**src/design/rate_alarm_pkg.sv**
```systemverilog
/*
 * Constants, register map and mode codes for the rate-select routing and
 * alarm flag register block.
 * Assumes a byte-wide register port behind the serial management interface.
 */
package rate_alarm_pkg;

	// ----------------------------------------------------------------
	// Register offsets
	// ----------------------------------------------------------------
	localparam logic [7:0] ADDR_CONTROL = 8'h6E;
	localparam logic [7:0] ADDR_APP_SELECT = 8'h6F;
	localparam logic [7:0] ADDR_ALARM_LOW = 8'h70;
	localparam logic [7:0] ADDR_ALARM_HIGH = 8'h71;
	localparam logic [7:0] ADDR_EXT_CONTROL = 8'h76;

	// ----------------------------------------------------------------
	// Field positions and reset values
	// ----------------------------------------------------------------
	localparam int SOFT_RATE_POS = 3;
	localparam int MODE_MSB = 7;
	localparam int MODE_LSB = 6;
	localparam logic [7:0] APP_SELECT_RESET = 8'h00;
	localparam logic [7:0] ALARM_RESET = 8'h00;
	localparam logic [7:0] READ_ZERO = 8'h00;
	localparam logic [5:0] ALARM_HIGH_RESERVED = 6'h00;
	localparam logic SOFT_BIT_RESET = 1'b0;
	localparam logic SOFTWARE_MODE_LEVEL = 1'b0;

	// ----------------------------------------------------------------
	// Measured parameters
	// ----------------------------------------------------------------
	localparam int PARAM_COUNT = 5;
	localparam int MEAS_WIDTH = 16;
	localparam int PARAM_TEMP = 0;
	localparam int PARAM_VOLT = 1;
	localparam int PARAM_BIAS = 2;
	localparam int PARAM_TXPOWER = 3;
	localparam int PARAM_RXPOWER = 4;
	localparam logic [PARAM_COUNT-1:0] ALL_SEEN = 5'h1F;
	localparam logic [PARAM_COUNT-1:0] NONE_SEEN = 5'h00;

	// ----------------------------------------------------------------
	// Rate-select routing modes
	// ----------------------------------------------------------------
	typedef enum logic [1:0] {
		MODE_EMULATION = 2'b00,
		MODE_HARDWARE = 2'b01,
		MODE_SOFTWARE = 2'b10,
		MODE_SOFTWARE_ALT = 2'b11
	} rate_mode_type;

endpackage

```
**src/design/rate_select_routing_alarm_flags.sv**
```systemverilog
/*
 * Rate-select routing and alarm status registers of a fibre-module
 * management controller.
 * Assumes the serial interface decodes host transfers into single-cycle
 * byte read and write strobes, and the converter presents each result with
 * a one-cycle valid pulse beside its threshold pair.
 */
`timescale 1ns/1ps

module rate_select_routing_alarm_flags (
	input wire logic ref_clk, // 125 MHz clock
	input wire logic rst_n, // Synchronous reset, low
	input wire logic [7:0] reg_addr, // Byte address
	input wire logic [7:0] reg_wdata, // Write data
	input wire logic reg_wr, // Write strobe
	input wire logic reg_rd, // Read strobe
	output logic [7:0] reg_rdata, // Read data, next cycle
	input wire logic rx_rate_input_pin, // Receive rate pin
	input wire logic tx_rate_input_pin, // Transmit rate pin
	output logic rx_rate_output, // Receive rate select out
	output logic tx_rate_output, // Transmit rate select out
	input wire logic [4:0] meas_valid, // New result per parameter
	input wire logic [79:0] meas_value, // Five 16-bit results
	input wire logic [79:0] upper_limit, // Five maximum thresholds
	input wire logic [79:0] lower_limit // Five minimum thresholds
);

	// ----------------------------------------------------------------
	// Control state
	// ----------------------------------------------------------------
	logic [7:0] app_select_reg;
	logic soft_rx_rate_bit;
	logic soft_tx_rate_bit;
	logic [rate_alarm_pkg::PARAM_COUNT-1:0] high_flag_reg;
	logic [rate_alarm_pkg::PARAM_COUNT-1:0] low_flag_reg;
	logic [rate_alarm_pkg::PARAM_COUNT-1:0] seen_reg;
	logic conv_done_reg;
	logic [7:0] alarm_status_low;
	logic [7:0] alarm_status_high;
	rate_alarm_pkg::rate_mode_type mode_field;
	logic rx_next;
	logic tx_next;

	assign mode_field = rate_alarm_pkg::rate_mode_type'(
		app_select_reg[rate_alarm_pkg::MODE_MSB:rate_alarm_pkg::MODE_LSB]);

	// Host writes; the alarm bytes ignore writes since they are status only
	always_ff @(posedge ref_clk) begin
		if (!rst_n) begin
			app_select_reg <= rate_alarm_pkg::APP_SELECT_RESET;
			soft_rx_rate_bit <= rate_alarm_pkg::SOFT_BIT_RESET;
			soft_tx_rate_bit <= rate_alarm_pkg::SOFT_BIT_RESET;
		end else if (reg_wr) begin
			if (reg_addr == rate_alarm_pkg::ADDR_APP_SELECT) begin
				app_select_reg <= reg_wdata;
			end
			if (reg_addr == rate_alarm_pkg::ADDR_CONTROL) begin
				soft_rx_rate_bit <= reg_wdata[rate_alarm_pkg::SOFT_RATE_POS];
			end
			if (reg_addr == rate_alarm_pkg::ADDR_EXT_CONTROL) begin
				soft_tx_rate_bit <= reg_wdata[rate_alarm_pkg::SOFT_RATE_POS];
			end
		end
	end

	// ----------------------------------------------------------------
	// Rate-select routing
	// ----------------------------------------------------------------

	// Output source per mode; every code is legal so no default
	always_comb begin
		unique case (mode_field)
			rate_alarm_pkg::MODE_EMULATION: begin
				rx_next = rx_rate_input_pin | soft_rx_rate_bit;
				tx_next = soft_tx_rate_bit;
			end
			rate_alarm_pkg::MODE_HARDWARE: begin
				rx_next = rx_rate_input_pin;
				tx_next = tx_rate_input_pin;
			end
			rate_alarm_pkg::MODE_SOFTWARE,
			rate_alarm_pkg::MODE_SOFTWARE_ALT: begin
				rx_next = rate_alarm_pkg::SOFTWARE_MODE_LEVEL;
				tx_next = rate_alarm_pkg::SOFTWARE_MODE_LEVEL;
			end
		endcase
	end

	// Registered so the pins never glitch while the mode byte changes
	always_ff @(posedge ref_clk) begin
		if (!rst_n) begin
			rx_rate_output <= rate_alarm_pkg::SOFTWARE_MODE_LEVEL;
			tx_rate_output <= rate_alarm_pkg::SOFTWARE_MODE_LEVEL;
		end else begin
			rx_rate_output <= rx_next;
			tx_rate_output <= tx_next;
		end
	end

	// ----------------------------------------------------------------
	// Alarm comparison
	// ----------------------------------------------------------------

	// One comparator pair per parameter; temperature is two's complement
	genvar gi;
	generate
		for (gi = 0; gi < rate_alarm_pkg::PARAM_COUNT; gi++) begin : g_param
			logic [15:0] value;
			logic [15:0] upper;
			logic [15:0] lower;
			logic above;
			logic below;
			assign value = meas_value[gi*16 +: 16];
			assign upper = upper_limit[gi*16 +: 16];
			assign lower = lower_limit[gi*16 +: 16];
			if (gi == rate_alarm_pkg::PARAM_TEMP) begin : g_signed
				assign above = $signed(value) > $signed(upper);
				assign below = $signed(value) < $signed(lower);
			end else begin : g_unsigned
				assign above = value > upper;
				assign below = value < lower;
			end
			// Flags follow the latest result, set and cleared alike
			always_ff @(posedge ref_clk) begin
				if (!rst_n) begin
					high_flag_reg[gi] <= 1'b0;
					low_flag_reg[gi] <= 1'b0;
					seen_reg[gi] <= 1'b0;
				end else if (meas_valid[gi]) begin
					high_flag_reg[gi] <= above;
					low_flag_reg[gi] <= below;
					seen_reg[gi] <= 1'b1;
				end
			end
		end
	endgenerate

	// First full cycle is done once every parameter has reported once
	always_ff @(posedge ref_clk) begin
		if (!rst_n) begin
			conv_done_reg <= 1'b0;
		end else if (seen_reg == rate_alarm_pkg::ALL_SEEN) begin
			conv_done_reg <= 1'b1;
		end
	end

	// Byte images; flags stay hidden until the first cycle completes
	assign alarm_status_low = conv_done_reg ? {
		high_flag_reg[rate_alarm_pkg::PARAM_TEMP],
		low_flag_reg[rate_alarm_pkg::PARAM_TEMP],
		high_flag_reg[rate_alarm_pkg::PARAM_VOLT],
		low_flag_reg[rate_alarm_pkg::PARAM_VOLT],
		high_flag_reg[rate_alarm_pkg::PARAM_BIAS],
		low_flag_reg[rate_alarm_pkg::PARAM_BIAS],
		high_flag_reg[rate_alarm_pkg::PARAM_TXPOWER],
		low_flag_reg[rate_alarm_pkg::PARAM_TXPOWER]
	} : rate_alarm_pkg::ALARM_RESET;
	assign alarm_status_high = conv_done_reg ? {
		high_flag_reg[rate_alarm_pkg::PARAM_RXPOWER],
		low_flag_reg[rate_alarm_pkg::PARAM_RXPOWER],
		rate_alarm_pkg::ALARM_HIGH_RESERVED
	} : rate_alarm_pkg::ALARM_RESET;

	// ----------------------------------------------------------------
	// Read path
	// ----------------------------------------------------------------

	// Unmapped bytes and unused bits of the shared bytes read as zero
	always_ff @(posedge ref_clk) begin
		if (!rst_n) begin
			reg_rdata <= rate_alarm_pkg::READ_ZERO;
		end else if (reg_rd) begin
			unique case (reg_addr)
				rate_alarm_pkg::ADDR_APP_SELECT:
					reg_rdata <= app_select_reg;
				rate_alarm_pkg::ADDR_ALARM_LOW:
					reg_rdata <= alarm_status_low;
				rate_alarm_pkg::ADDR_ALARM_HIGH:
					reg_rdata <= alarm_status_high;
				rate_alarm_pkg::ADDR_CONTROL:
					reg_rdata <= {4'h0, soft_rx_rate_bit, 3'h0};
				rate_alarm_pkg::ADDR_EXT_CONTROL:
					reg_rdata <= {4'h0, soft_tx_rate_bit, 3'h0};
				default:
					reg_rdata <= rate_alarm_pkg::READ_ZERO;
			endcase
		end
	end
endmodule

```
**config.mk**
```make
export PLATFORM = sky130hd
export DESIGN_NAME = rate_select_routing_alarm_flags
export DESIGN_NICKNAME = d
export VERILOG_FILES = /design/src/design/rate_alarm_pkg.sv /design/src/design/rate_select_routing_alarm_flags.sv
export SDC_FILE = /design/constraint.sdc
export NUM_CORES = 1
export LEC_CHECK = 0
export BUFFER_PORTS_ARGS = -buffer_cell sky130_fd_sc_hd__buf_2
export CAP_MARGIN = 15
export CORE_MARGIN = 2
export CORE_UTILIZATION = 24
export CTS_CLUSTER_SIZE = 12
export DETAILED_ROUTE_END_ITERATION = 16
export GPL_TIMING_DRIVEN = 1
export PLACE_DENSITY = 0.46
export SYNTH_ARGS = -nofsm -noshare
export SYNTH_HDL_FRONTEND = slang
export SYNTH_SLANG_ARGS = --single-unit
```
**constraint.sdc**
```tcl
create_clock -name ref_clk -period 1.9 [get_ports ref_clk]
set_clock_uncertainty 0.05 [all_clocks]
set_input_delay 0.38 -clock ref_clk [delete_from_list [all_inputs] [get_ports ref_clk]]
set_output_delay 0.38 -clock ref_clk [all_outputs]
set_load 0.005 [all_outputs]
```
Word-level counts from Yosys, hierarchy flattened
Cells that the tools add are included.
{"block": "word_totals", "register_bits": 36, "elab_cells": 52, "in_bits": 267, "out_inout_bits": 10}
{"block": "classes", "n_eq_ne": 9, "magnitude_cmp": 10, "n_mux": 5, "reduce_logical": 5, "n_bitwise": 1}
{"operator": "16-bit greater-than comparator", "count": 5}
{"operator": "16-bit less-than comparator", "count": 5}
{"operator": "8-bit by 7-bit equality test with 1-bit output (second input constant)", "count": 5}
{"operator": "8-bit one-hot mux with 5 select lines", "count": 1}
{"operator": "8-bit 2-to-1 mux", "count": 2}
{"operator": "1-bit one-hot mux with 3 select lines", "count": 2}
{"operator": "2-bit AND reduction", "count": 3}
{"operator": "5-bit equality test (second input constant)", "count": 1}
{"operator": "2-bit equality test (second input constant)", "count": 2}
{"operator": "2-bit by 1-bit equality test with 1-bit output (second input constant)", "count": 1}
{"operator": "2-bit zero test", "count": 1}
{"operator": "2-bit OR reduction", "count": 1}
{"operator": "1-bit bitwise OR", "count": 1}

Logic depth before layout (Yosys ltp)
Gate-level depths: netlist of the first run.
{"block": "depth", "word_depth": 3, "depth_mapped": 8, "ltp_nobuf": 8}

Worst setup path after synthesis of the first run
Ideal clock, no wire load.
{"block": "synth_timing", "path_kind": "input port to flip-flop", "start": "input port upper_limit[1]", "end": "register high_flag_reg[0] in the netlist's numbering", "slack_ps": -7, "setup_ps": 121, "cell_stages": 8, "arrival_time_ps": 1737, "required_ps": 1729, "path_buffers": 0, "cell_sequence": "inv_1 > ha_1 > nor2b_1 > o21ai_0 > nand2_1 > a2111oi_0 > mux2i_1 > o22ai_1"}
{"block": "synth_between", "elab_chain_len": 1}
{"element": "start: declaration", "line_no": "rate_select_routing_alarm_flags.sv:24", "source": "input wire logic [79:0] upper_limit,"}
{"element": "16-bit greater-than comparator", "line_no": "rate_select_routing_alarm_flags.sv:117", "source": "assign above = $signed(value) > $signed(upper);"}
{"element": "end signal: indexed assignment", "line_no": "rate_select_routing_alarm_flags.sv:130", "source": "high_flag_reg[gi] <= above;"}
{"element": "end: declaration", "line_no": "rate_select_routing_alarm_flags.sv:34", "source": "logic [rate_alarm_pkg::PARAM_COUNT-1:0] high_flag_reg;"}
No other way between the ends.
A chain may end at the register's enable or synchronous reset.

Worst setup path after layout of the first run
{"block": "layout_timing", "start": "input port meas_value[1]", "end": "register high_flag_reg[0] in the netlist's numbering"}
{"block": "layout_between", "elab_chain_len": 1}
{"element": "start: declaration", "line_no": "rate_select_routing_alarm_flags.sv:23", "source": "input wire logic [79:0] meas_value,"}
{"element": "16-bit greater-than comparator", "line_no": "rate_select_routing_alarm_flags.sv:117"}
No other way between the ends.

==> flow_summary_export.csv, run 1 <==
group,metric,value,unit
run_status,outcome,"finished clean",
setup_path,timing_worst_setup_path_type,"in -> reg",
timing,final-max-slew-violation-count,0,
power_and_ir_drop,p_leak,0.00447,uW
place,routabilityCongestion,0.804,
timing,worst_slack,0.178,ns
power_and_ir_drop,sequentialPowerShare,26.7,%
power_and_ir_drop,pwr_density_cell,394,mW/mm^2
yosys,netlist-cell-type-count,49,
final_layout,final_nets,1449,
global_route,first_global_vias,5849,
setup_path,crit_path_end_kind,"flip-flop",
place,post_place_instance_area,0.00741,mm^2
routing,met3_length,941,um
power_and_ir_drop,p_clk_share,34.5,%
floorplan,fp-row-count,54,
routing,viasPerCell,4.39,
timing,rsz_0062_raised_after_global_routing,"no",
final_layout,flow.area_growth_from_synthesis,42.7,%
place,dp_cells,1300,
routing,route.layer.met1.wl,7890,um
yosys,async_flop_share,0,%
setup_path,timing.critical_path.slowest_stage_cell,"a2111oi_2",
clock_network,clock_insertion_delay_worst_skew,0.28,ns
global_route,grt_start_max_net_pins,14,
setup_path,crit_chain,"buf_2, ha_1, nor2b_1, o21ai_0, nand2_1, a2111oi_2, mux2i_1, o22ai_1",
clock_network,clkTransAtPathRegs,0.06,ns
clock_network,clock_sink_count,36,
timing,report.final.setup_viol,0,
timing,slew_headroom,68.2,%
power_and_ir_drop,report.power.total,2990,uW
setup_path,timing.critical_path.arrival,1.84,ns
yosys,synth_nets,1122,
floorplan,io_pins,277,
routing,drt_drc_violations_left,0,
timing,hold_viol,0,
yosys,syn_area_per_cell,7.61,um^2
global_route,antenna_found_initial,2,
floorplan,die-height,153,um
floorplan,starting_density,24.4,%
yosys,post_synth_inst_count,700,
setup_path,critical-path-top-delay-family,"compound AO/OA/AOI/OAI gates",
routing,firstDrtPassIters,4,
routing,route.vias.total,5747,
setup_path,worst_setup_path_start_kind,"primary input",
routing,drt_iter0_markers,147,
timing,clock.fmax,0.581,GHz
clock_network,clock_tree.root_cell,"clkbuf_16",
power_and_ir_drop,power.internal,2090,uW
routing,post_drt_wl_per_cell,12.9,um
power_and_ir_drop,netSwitchingFraction,30.3,%
power_and_ir_drop,power_frac_comb,38.7,%
global_route,grtUsageTotal,14.1,%
setup_path,critical_path.max_stage_delay,0.40,ns
power_and_ir_drop,power_switching,906,uW
timing,timing_worst_slew_pin_value,0.465,ns
setup_path,required_time_of_the_worst_setup_path,2.02,ns
setup_path,worst-path-buf-inv,1,
yosys,seq_area_frac_synth,13.5,%
final_layout,final_cells,1310,
global_route,grt_pass1_wl,27400,um
yosys,yosys_warnings,0,
routing,maxUsedRoutingLayer,"met4",
yosys,synth_enable_flop_cells,0,
clock_network,num_cts_buffers,5,
clock_network,cts_tree,"built",
floorplan,fp.coreArea,0.0218,mm^2
yosys,ys_ff_latch,36,
place,dp_hpwl,15200,um
hold_path,hold_path.class,"in -> reg",
routing,dr_wl_met2,7810,um
final_layout,mostFrequentLayoutCell,"buf_2",
job,maxCapViolations,0,
final_layout,postLayoutCellArea,0.00760,mm^2
place,buffer_ports.inserted,276,
routing,drt-total-wl,16900,um
clock_network,htreeDepth,2,
clock_network,max-clock-path-buffers,2,
place,dp_worst_setup_slack,-0.216,ns
floorplan,die-area,0.0234,mm^2
global_route,globalRouteOverflowTotal,0,
final_layout,post_route_cells_drive_above_1_share,33.4,%
yosys,post_synth_instance_area,0.00533,mm^2
routing,drt.antenna.violating_nets,0,
timing,final_min_period_over_clock_period,90.6,%
yosys,synth_flop_cell,"dfxtp_1",
floorplan,chipWidth,153,um
final_layout,layout.cells.most_common_list,"buf_2, inv_1, ha_1, a21oi_1, buf_4",
setup_path,max_fanout_on_critical_path,2,
power_and_ir_drop,vdd_ir_drop_max,0.296,mV
timing,final_min_period,1.72,ns
-- power by group through the flow --
| stage | Combinational [uW] | Sequential, uW | Clock, uW |
|---|---|---|---|
| final | 1160 | 800 | 1030 |
| after detailed placement | 1170 | 817 | 0 |
| after floorplan | 596 | 808 | 0 |
| after global routing | 1350 | 802 | 1110 |
| after global placement | 1170 | 818 | 0 |
| after CTS | 1180 | 800 | 1080 |
-- worst reg2reg max path: stages (launching register included) --
cell,delay (ns)
dfxtp_1,0.33
a21oi_1,0.14
nand2_1,0.10
a2111oi_0,0.40
a211oi_1,0.12
-- area by class of cell --
type	count	area (um^2)
clock inverters	1	30.0
inverters	162	608
well taps	280	350
multi-input cells	496	3970
clock buffers	7	153
diodes	2	5.00
repair buffers	326	1770
flip-flops and latches	36	721
fillers	2417	14200
-- cell families (layout without fill, tap and decap cells) --
kind of cell / after synthesis / count (layout) / share of synthesized area [%]
and+or+nand+nor: 166 / 166 / 16.9
buffers and inverters: 168 / 496 / 12.1
muxes: 5 / 5 / 0.963
DFF: 36 / 36 / 13.5
other: 0 / 2 / 0
adders and majority gates: 155 / 155 / 36.4
AOI/OAI and AO/OA: 170 / 170 / 20.1
-- metal layers --
layer  GRT usage (%)  up-vias
li1                -     3120
met1            18.0     2444
met2            24.9      170
met3            2.15       13
met4            3.17        0
met5               0        -
-- final timing paths --
check	start	cells past startpoint	end	slack, ns
setup / recovery	meas_value[1]	8	high_flag_reg[0]	0.18
hold / removal	rx_rate_input_pin	3	rx_rate_output	0.26
setup reg to reg	high_flag_reg[1]	4	high_flag_reg[1]	0.63
hold reg to reg	reg_rdata[4]	2	reg_rdata[4]	0.40
-- cells in the mapped netlist, drive strengths merged (2+ instances only) --
master	count	share of area, %
a21o	27	3.8
ha	155	36
a21oi	49	4.6
o21a	8	1.1
a211oi	11	1.5
nor2b	10	1.2
o2111ai	2	0.33
nand4	28	3.3
dfxtp	36	14
a2bb2oi	2	0.33
mux2i	4	0.75
nand3	20	1.9
o31ai	3	0.42
nand3b	2	0.52
nor3	2	0.19
o211ai	3	0.42
inv	161	11
and4	9	1.5
nand2b	4	0.47
a31oi	3	0.35
clkbuf	3	0.21
nand2	40	2.9
nor4b	3	0.77
nor2	37	2.6
or3	3	0.35
a2111oi	7	1.2
buf	3	0.52
o21ai	43	4.0
a22oi	7	0.99
-- metrics by stage --
step                utilization, %  TNS [ns]  hold WS [ns]
global placement              34.0     -1.10         0.383
finish                        34.8         0         0.261
global route                  34.8         0         0.295
floorplan                        -         0         0.376
detailed placement            34.0     -1.21         0.389
CTS                           34.8         0         0.255
-- what timing repair did --
action,CTS,global route
buffers inserted,0,0
endpoints found under the hold margin,0,0
setup endpoints to repair,0,2
hold buffers,0,0
gates resized for setup,0,2
No activity file was read; power rests on OpenSTA's default activity.
==> run 2: changes to the inputs <==
--- a/config.mk
+++ b/config.mk
@@ -13,5 +13,6 @@
 export DETAILED_ROUTE_END_ITERATION = 16
 export GPL_TIMING_DRIVEN = 1
-export PLACE_DENSITY = 0.46
+export PLACE_DENSITY = 0.44
+export SETUP_SLACK_MARGIN = 0.05
 export SYNTH_ARGS = -nofsm -noshare
 export SYNTH_HDL_FRONTEND = slang
==> constraint.sdc (replaced) <==
create_clock -name ref_clk -period 1.7 [get_ports ref_clk]
set_clock_uncertainty 0.05 [all_clocks]
set_input_delay 0.085 -clock ref_clk [delete_from_list [all_inputs] [get_ports ref_clk]]
set_output_delay 0.085 -clock ref_clk [all_outputs]
set_load 0.005 [all_outputs]
==> run 2 against run 1 <==
The run now ends with hold timing left. Die area is the same. Core utilization shrank 0.69 points. Combinational power grew 9%. Count of clock-buffer cells in the layout is the same. Via count shrank 2.0%. Worst hold slack lost 0.27 ns. Global-route usage is essentially flat. Routed wire length grew 0.23%. Critical path depth is the same. Critical path type unchanged. Critical endpoint is now high_flag_reg[3].
==> flow_summary_export.csv, run 2 (synthesized netlist as in run 1, its figures left out) <==
group,metric,value,unit
timing,hold_viol,1,
floorplan,fp.coreArea,0.0218,mm^2
final_layout,ff_latch_area,721,um^2
routing,drt_drc_violations_left,0,
run_status,outcome,"finished, violations left",
floorplan,die-area,0.0234,mm^2
place,dp_worst_setup_slack,-0.182,ns
timing,hold-worst-slack,-0.00780,ns
routing,viasPerCell,4.35,
routing,post_drt_wl_per_cell,13.1,um
global_route,globalRouteOverflowTotal,0,
routing,drt-total-wl,16900,um
final_layout,post_route_cells_drive_above_1_share,32.1,%
power_and_ir_drop,netSwitchingFraction,31.5,%
job,maxCapViolations,0,
place,dp_hpwl,15300,um
final_layout,final.fill_count,2442,
power_and_ir_drop,power_frac_comb,40.1,%
floorplan,fp-row-count,54,
timing,clock.fmax,0.654,GHz
setup_path,crit_path_end_kind,"flip-flop",
setup_path,required_time_of_the_worst_setup_path,1.80,ns
power_and_ir_drop,p_leak,0.00437,uW
timing,timing_worst_slew_pin_value,0.466,ns
routing,drt_iter0_markers,151,
floorplan,io_pins,277,
timing,report.final.setup_viol,0,
setup_path,worst_setup_path_start_kind,"primary input",
timing,worst_slack,0.171,ns
clock_network,postCtsSetupBuffers,0,
place,buffer_ports.inserted,276,
global_route,first_global_vias,5690,
clock_network,clkTransAtPathRegs,0.06,ns
routing,firstDrtPassIters,4,
final_layout,flow.area_growth_from_synthesis,39.9,%
floorplan,starting_density,24.4,%
final_layout,multi_input_gate_area_in_the_final_layout,0.00397,mm^2
routing,drt.antenna.violating_nets,0,
power_and_ir_drop,power_switching,987,uW
power_and_ir_drop,report.power.total,3140,uW
clock_network,cts_tree,"built",
timing,rsz_0062_raised_after_global_routing,"yes",
setup_path,timing_worst_setup_path_type,"in -> reg",
floorplan,die-height,153,um
floorplan,chipWidth,153,um
timing,final-max-slew-violation-count,0,
final_layout,final_nets,1434,
routing,route.vias.total,5630,
clock_network,num_cts_buffers,5,
global_route,grtUsageTotal,14.1,%
clock_network,max-clock-path-buffers,2,
final_layout,layout.cells.most_common_list,"buf_2, inv_1, ha_1, a21oi_1, o21ai_0",
hold_path,hold_path.class,"in -> reg",
power_and_ir_drop,sequentialPowerShare,28.5,%
clock_network,htreeDepth,2,
final_layout,mostFrequentLayoutCell,"buf_2",
global_route,grt_start_max_net_pins,20,
run_status,violations,"hold timing",
power_and_ir_drop,pwr_density_cell,421,mW/mm^2
power_and_ir_drop,power.internal,2150,uW
place,routabilityCongestion,0.780,
timing,final_min_period_over_clock_period,90.0,%
clock_network,clock_insertion_delay_worst_skew,0.28,ns
power_and_ir_drop,p_clk_share,31.3,%
clock_network,clock_tree.root_cell,"clkbuf_16",
global_route,antenna_found_initial,2,
setup_path,max_fanout_on_critical_path,2,
timing,slew_headroom,68.1,%
setup_path,timing.critical_path.arrival,1.63,ns
timing,final_min_period,1.53,ns
power_and_ir_drop,vdd_ir_drop_max,0.403,mV
global_route,grt_pass1_wl,27100,um
clock_network,clock_sink_count,36,
[run 2: changes by cell type in the layout (fill, tap and decap cells not counted), sizes merged]
cell	before	now
buf	326	309
dlygate4sd3	0	2
bufinv	1	0
[run 2: repair_timing]
action | CTS | global route
endpoints found under the hold margin | 2 | 0
gates resized for setup | 0 | 3
setup endpoints to repair | 0 | 2
hold buffers | 2 | 0
[run 2: path summary, 6_finish.rpt]
| path | slack [ns] | endpoint | cells after the start | start |
|---|---|---|---|---|
| max | 0.17 | high_flag_reg[3] | 8 | meas_value[53] |
| min | -0.008 | rx_rate_output | 3 | rx_rate_input_pin |
| max reg2reg | 0.42 | reg_rdata[3] | 4 | conv_done_reg |
| min reg2reg | 0.40 | app_select_reg[5] | 2 | app_select_reg[5] |
[run 2: metrics by stage]
| step | setup TNS, ns | hold slack, ns | area (um^2) | utilization, % | instances |
|---|---|---|---|---|---|
| 5_1_grt | 0 | 0.00897 | 7450 | 34.1 | 1292 |
| 3_5_place_dp | -1.34 | 0.288 | 7270 | 33.3 | 1283 |
| 6_report | 0 | -0.00780 | 7450 | 34.2 | 1294 |
| 4_1_cts | 0 | 0.00220 | 7440 | 34.1 | 1292 |
| 2_1_floorplan | 0 | 0.149 | 5330 | - | 700 |
| 3_3_place_gp | -0.830 | 0.282 | 7270 | 33.3 | 1283 |
[run 2: power by group through the flow]
| stage | Combinational [uW] | Clock [uW] | Sequential [uW] |
|---|---|---|---|
| after detailed placement | 1270 | 0 | 914 |
| after floorplan | 666 | 0 | 903 |
| final | 1260 | 983 | 894 |
| after global placement | 1270 | 0 | 915 |
| after CTS | 1290 | 1010 | 895 |
| after global routing | 1480 | 1030 | 898 |
[run 2: area by class of cell]
type                       instances  area share, %
antenna                            2         0.0671
inverter                         162           8.16
tap                              280           4.70
timing repair buffer             311           22.1
multi-input combinational        496           53.2
clock buffer                       7           2.05
sequential                        36           9.67
[run 2: routing by layer]
layer	vias to the layer above	global-route usage, %	share of wire, %
met3	13	2.95	5.7
met2	171	24.6	46
li1	3075	-	-
met5	-	0	0
met1	2371	18.0	47
met4	0	2.29	1.1
[run 2: critical path, cell delays in order]
cell and delay [ns]:
buf_2 0.11, ha_1 0.30, a21o_1 0.16, a21o_1 0.17, a21oi_1 0.14, nor2_1 0.05, a2111oi_0 0.46, a211oi_1 0.14
==> run 3: changes to the inputs <==
Settings changed: CTS_BUF_LIST set to sky130_fd_sc_hd__clkbuf_8.
==> run 3 against run 2 <==
The run now ends clean. Largest cell class unchanged. Count of clock-buffer cells in the layout did not move. Cell count rose by 0.46%. Maximum frequency rose by 0.46%. Register-to-register slack barely moved. Routed wire length rose by 0.25%. Global-route usage barely moved. Non-clock buffer count rose by 7. Clock power fell by 30%. Critical path depth rose by 1. Cell area barely moved. Power fell by 8.9%.
==> flow_summary_export.csv, run 3 (synthesized netlist as in run 1, its figures left out) <==
group,metric,value,unit
clock_network,clock_tree.root_cell,"clkbuf_8",
timing,timing_worst_slew_pin_value,0.466,ns
clock_network,cts_tree,"built",
clock_network,num_cts_buffers,5,
floorplan,die-area,0.0234,mm^2
place,routabilityCongestion,0.780,
global_route,first_global_vias,5713,
setup_path,critical-path-top-delay-family,"compound AO/OA/AOI/OAI gates",
place,buffer_ports.inserted,276,
clock_network,htreeDepth,2,
floorplan,starting_density,24.4,%
routing,drt.antenna.violating_nets,0,
place,dp_hpwl,15300,um
setup_path,timing.critical_path.arrival,1.65,ns
timing,final_min_period,1.52,ns
setup_path,worst_setup_path_start_kind,"primary input",
routing,route.vias.total,5653,
timing,slew_headroom,68.1,%
final_layout,layout.cells.most_common_list,"buf_2, inv_1, ha_1, a21oi_1, o21ai_0",
floorplan,io_pins,277,
setup_path,crit_chain,"buf_2, ha_1, nor2b_1, o21ai_0, nand2_1, a2111oi_1, buf_4, mux2i_1, o22ai_1",
timing,final_min_period_over_clock_period,89.5,%
timing,final-max-slew-violation-count,0,
global_route,grtUsageTotal,14.1,%
clock_network,max-clock-path-buffers,2,
global_route,grt_pass1_wl,27200,um
global_route,grt_start_max_net_pins,20,
routing,drt-total-wl,17000,um
global_route,globalRouteOverflowTotal,0,
setup_path,crit_path_end_kind,"flip-flop",
floorplan,chipWidth,153,um
clock_network,clock_sink_count,36,
job,maxCapViolations,0,
floorplan,fp.coreArea,0.0218,mm^2
place,dp_cells,1283,
setup_path,worst-path-buf-inv,2,
final_layout,post_route_cells_drive_above_1_share,31.8,%
routing,post_drt_wl_per_cell,13.0,um
final_layout,utilization,34.2,%
power_and_ir_drop,vdd_ir_drop_max,0.248,mV
clock_network,clock_insertion_delay_worst_skew,0.29,ns
routing,drt_iter0_markers,162,
final_layout,mostFrequentLayoutCell,"buf_2",
run_status,outcome,"finished clean",
timing,report.final.setup_viol,0,
setup_path,max_fanout_on_critical_path,2,
clock_network,postCtsSetupBuffers,0,
timing,clock.fmax,0.657,GHz
routing,viasPerCell,4.35,
timing,hold_viol,0,
floorplan,fp-row-count,54,
setup_path,timing.critical_path.slowest_stage_cell,"a2111oi_1",
hold_path,hold_path.class,"in -> reg",
setup_path,required_time_of_the_worst_setup_path,1.83,ns
clock_network,clkTransAtPathRegs,0.08,ns
global_route,antenna_found_initial,1,
routing,firstDrtPassIters,4,
floorplan,die-height,153,um
final_layout,flow.area_growth_from_synthesis,40.0,%
routing,drt_drc_violations_left,0,
final_layout,final_cells,1300,
power_and_ir_drop,p_leak,0.00438,uW
timing,rsz_0062_raised_after_global_routing,"no",
setup_path,timing_worst_setup_path_type,"in -> reg",
final_layout,final.fill_count,2442,
power_and_ir_drop,pwr_density_cell,383,mW/mm^2
setup_path,critical_path.max_stage_delay,0.39,ns
final_layout,final_nets,1441,
[run 3: changes by cell type in the layout (fill, tap and decap cells not counted)]
| cell | before | now |
|---|---|---|
| a2111oi_1 | 1 | 2 |
| dlygate4sd3_1 | 2 | 9 |
| diode_2 | 2 | 1 |
| clkbuf_8 | 2 | 7 |
| a2111oi_2 | 1 | 0 |
| clkbuf_16 | 5 | 0 |
[run 3: per-stage QoR]
step	power (uW)	instance area, um^2	setup slack (ns)	hold WS, ns	setup TNS [ns]
finish	2860	7460	0.178	0.0132	0
floorplan	1570	5330	0.0876	0.149	0
CTS	2910	7460	0.133	0.0153	0
global placement	2190	7270	-0.130	0.282	-0.830
global route	3130	7460	0.0556	0.0317	0
detailed placement	2190	7270	-0.182	0.288	-1.34
[run 3: final timing paths]
path | slack [ns] | from | end | cells after the start
worst max-delay path | 0.18 | meas_value[1] | high_flag_reg[0] | 9
worst min-delay path | 0.01 | meas_valid[4] | seen_reg[4] | 3
worst max register to register | 0.42 | high_flag_reg[3] | high_flag_reg[3] | 4
worst min register to register | 0.41 | app_select_reg[5] | app_select_reg[5] | 2
[run 3: metal layers]
| metal | track usage (%) | vias to the layer above | wire length, um |
|---|---|---|---|
| met5 | 0 | - | 0 |
| met1 | 18.3 | 2388 | 8040 |
| met3 | 2.50 | 13 | 852 |
| li1 | - | 3087 | - |
| met4 | 2.16 | 0 | 174 |
| met2 | 24.7 | 165 | 7900 |
[run 3: timing repair]
item                                    in CTS  in global routing
endpoints found under the setup margin       0                  2
resized for setup                            0                  2
hold buffers                                 9                  0
hold endpoints to repair                     9                  0
[run 3: power breakdown]
group          total (uW)  leakage [uW]  switching, uW  internal, uW
combinational        1270       0.00403            603           669
sequential            893      0.000294           20.8           872
clock                 690     0.0000503            328           362
total                2860       0.00438            952          1900
[run 3: cell type report]
cell class                      count  area [um^2]  share of cell area [%]
Multi-Input combinational cell    496         3960                    53.1
Timing Repair Buffer              318         1720                    23.0
Sequential cell                    36          721                    9.66
Inverter                          162          608                    8.15
Tap cell                          280          350                    4.70
Clock buffer                        7         96.3                    1.29
Antenna cell                        1         2.50                  0.0335
[run 3: tightest hold or removal path: stages]
cell    delay (ns)
buf_2         0.12
nor2_1        0.04
nor2_1        0.07
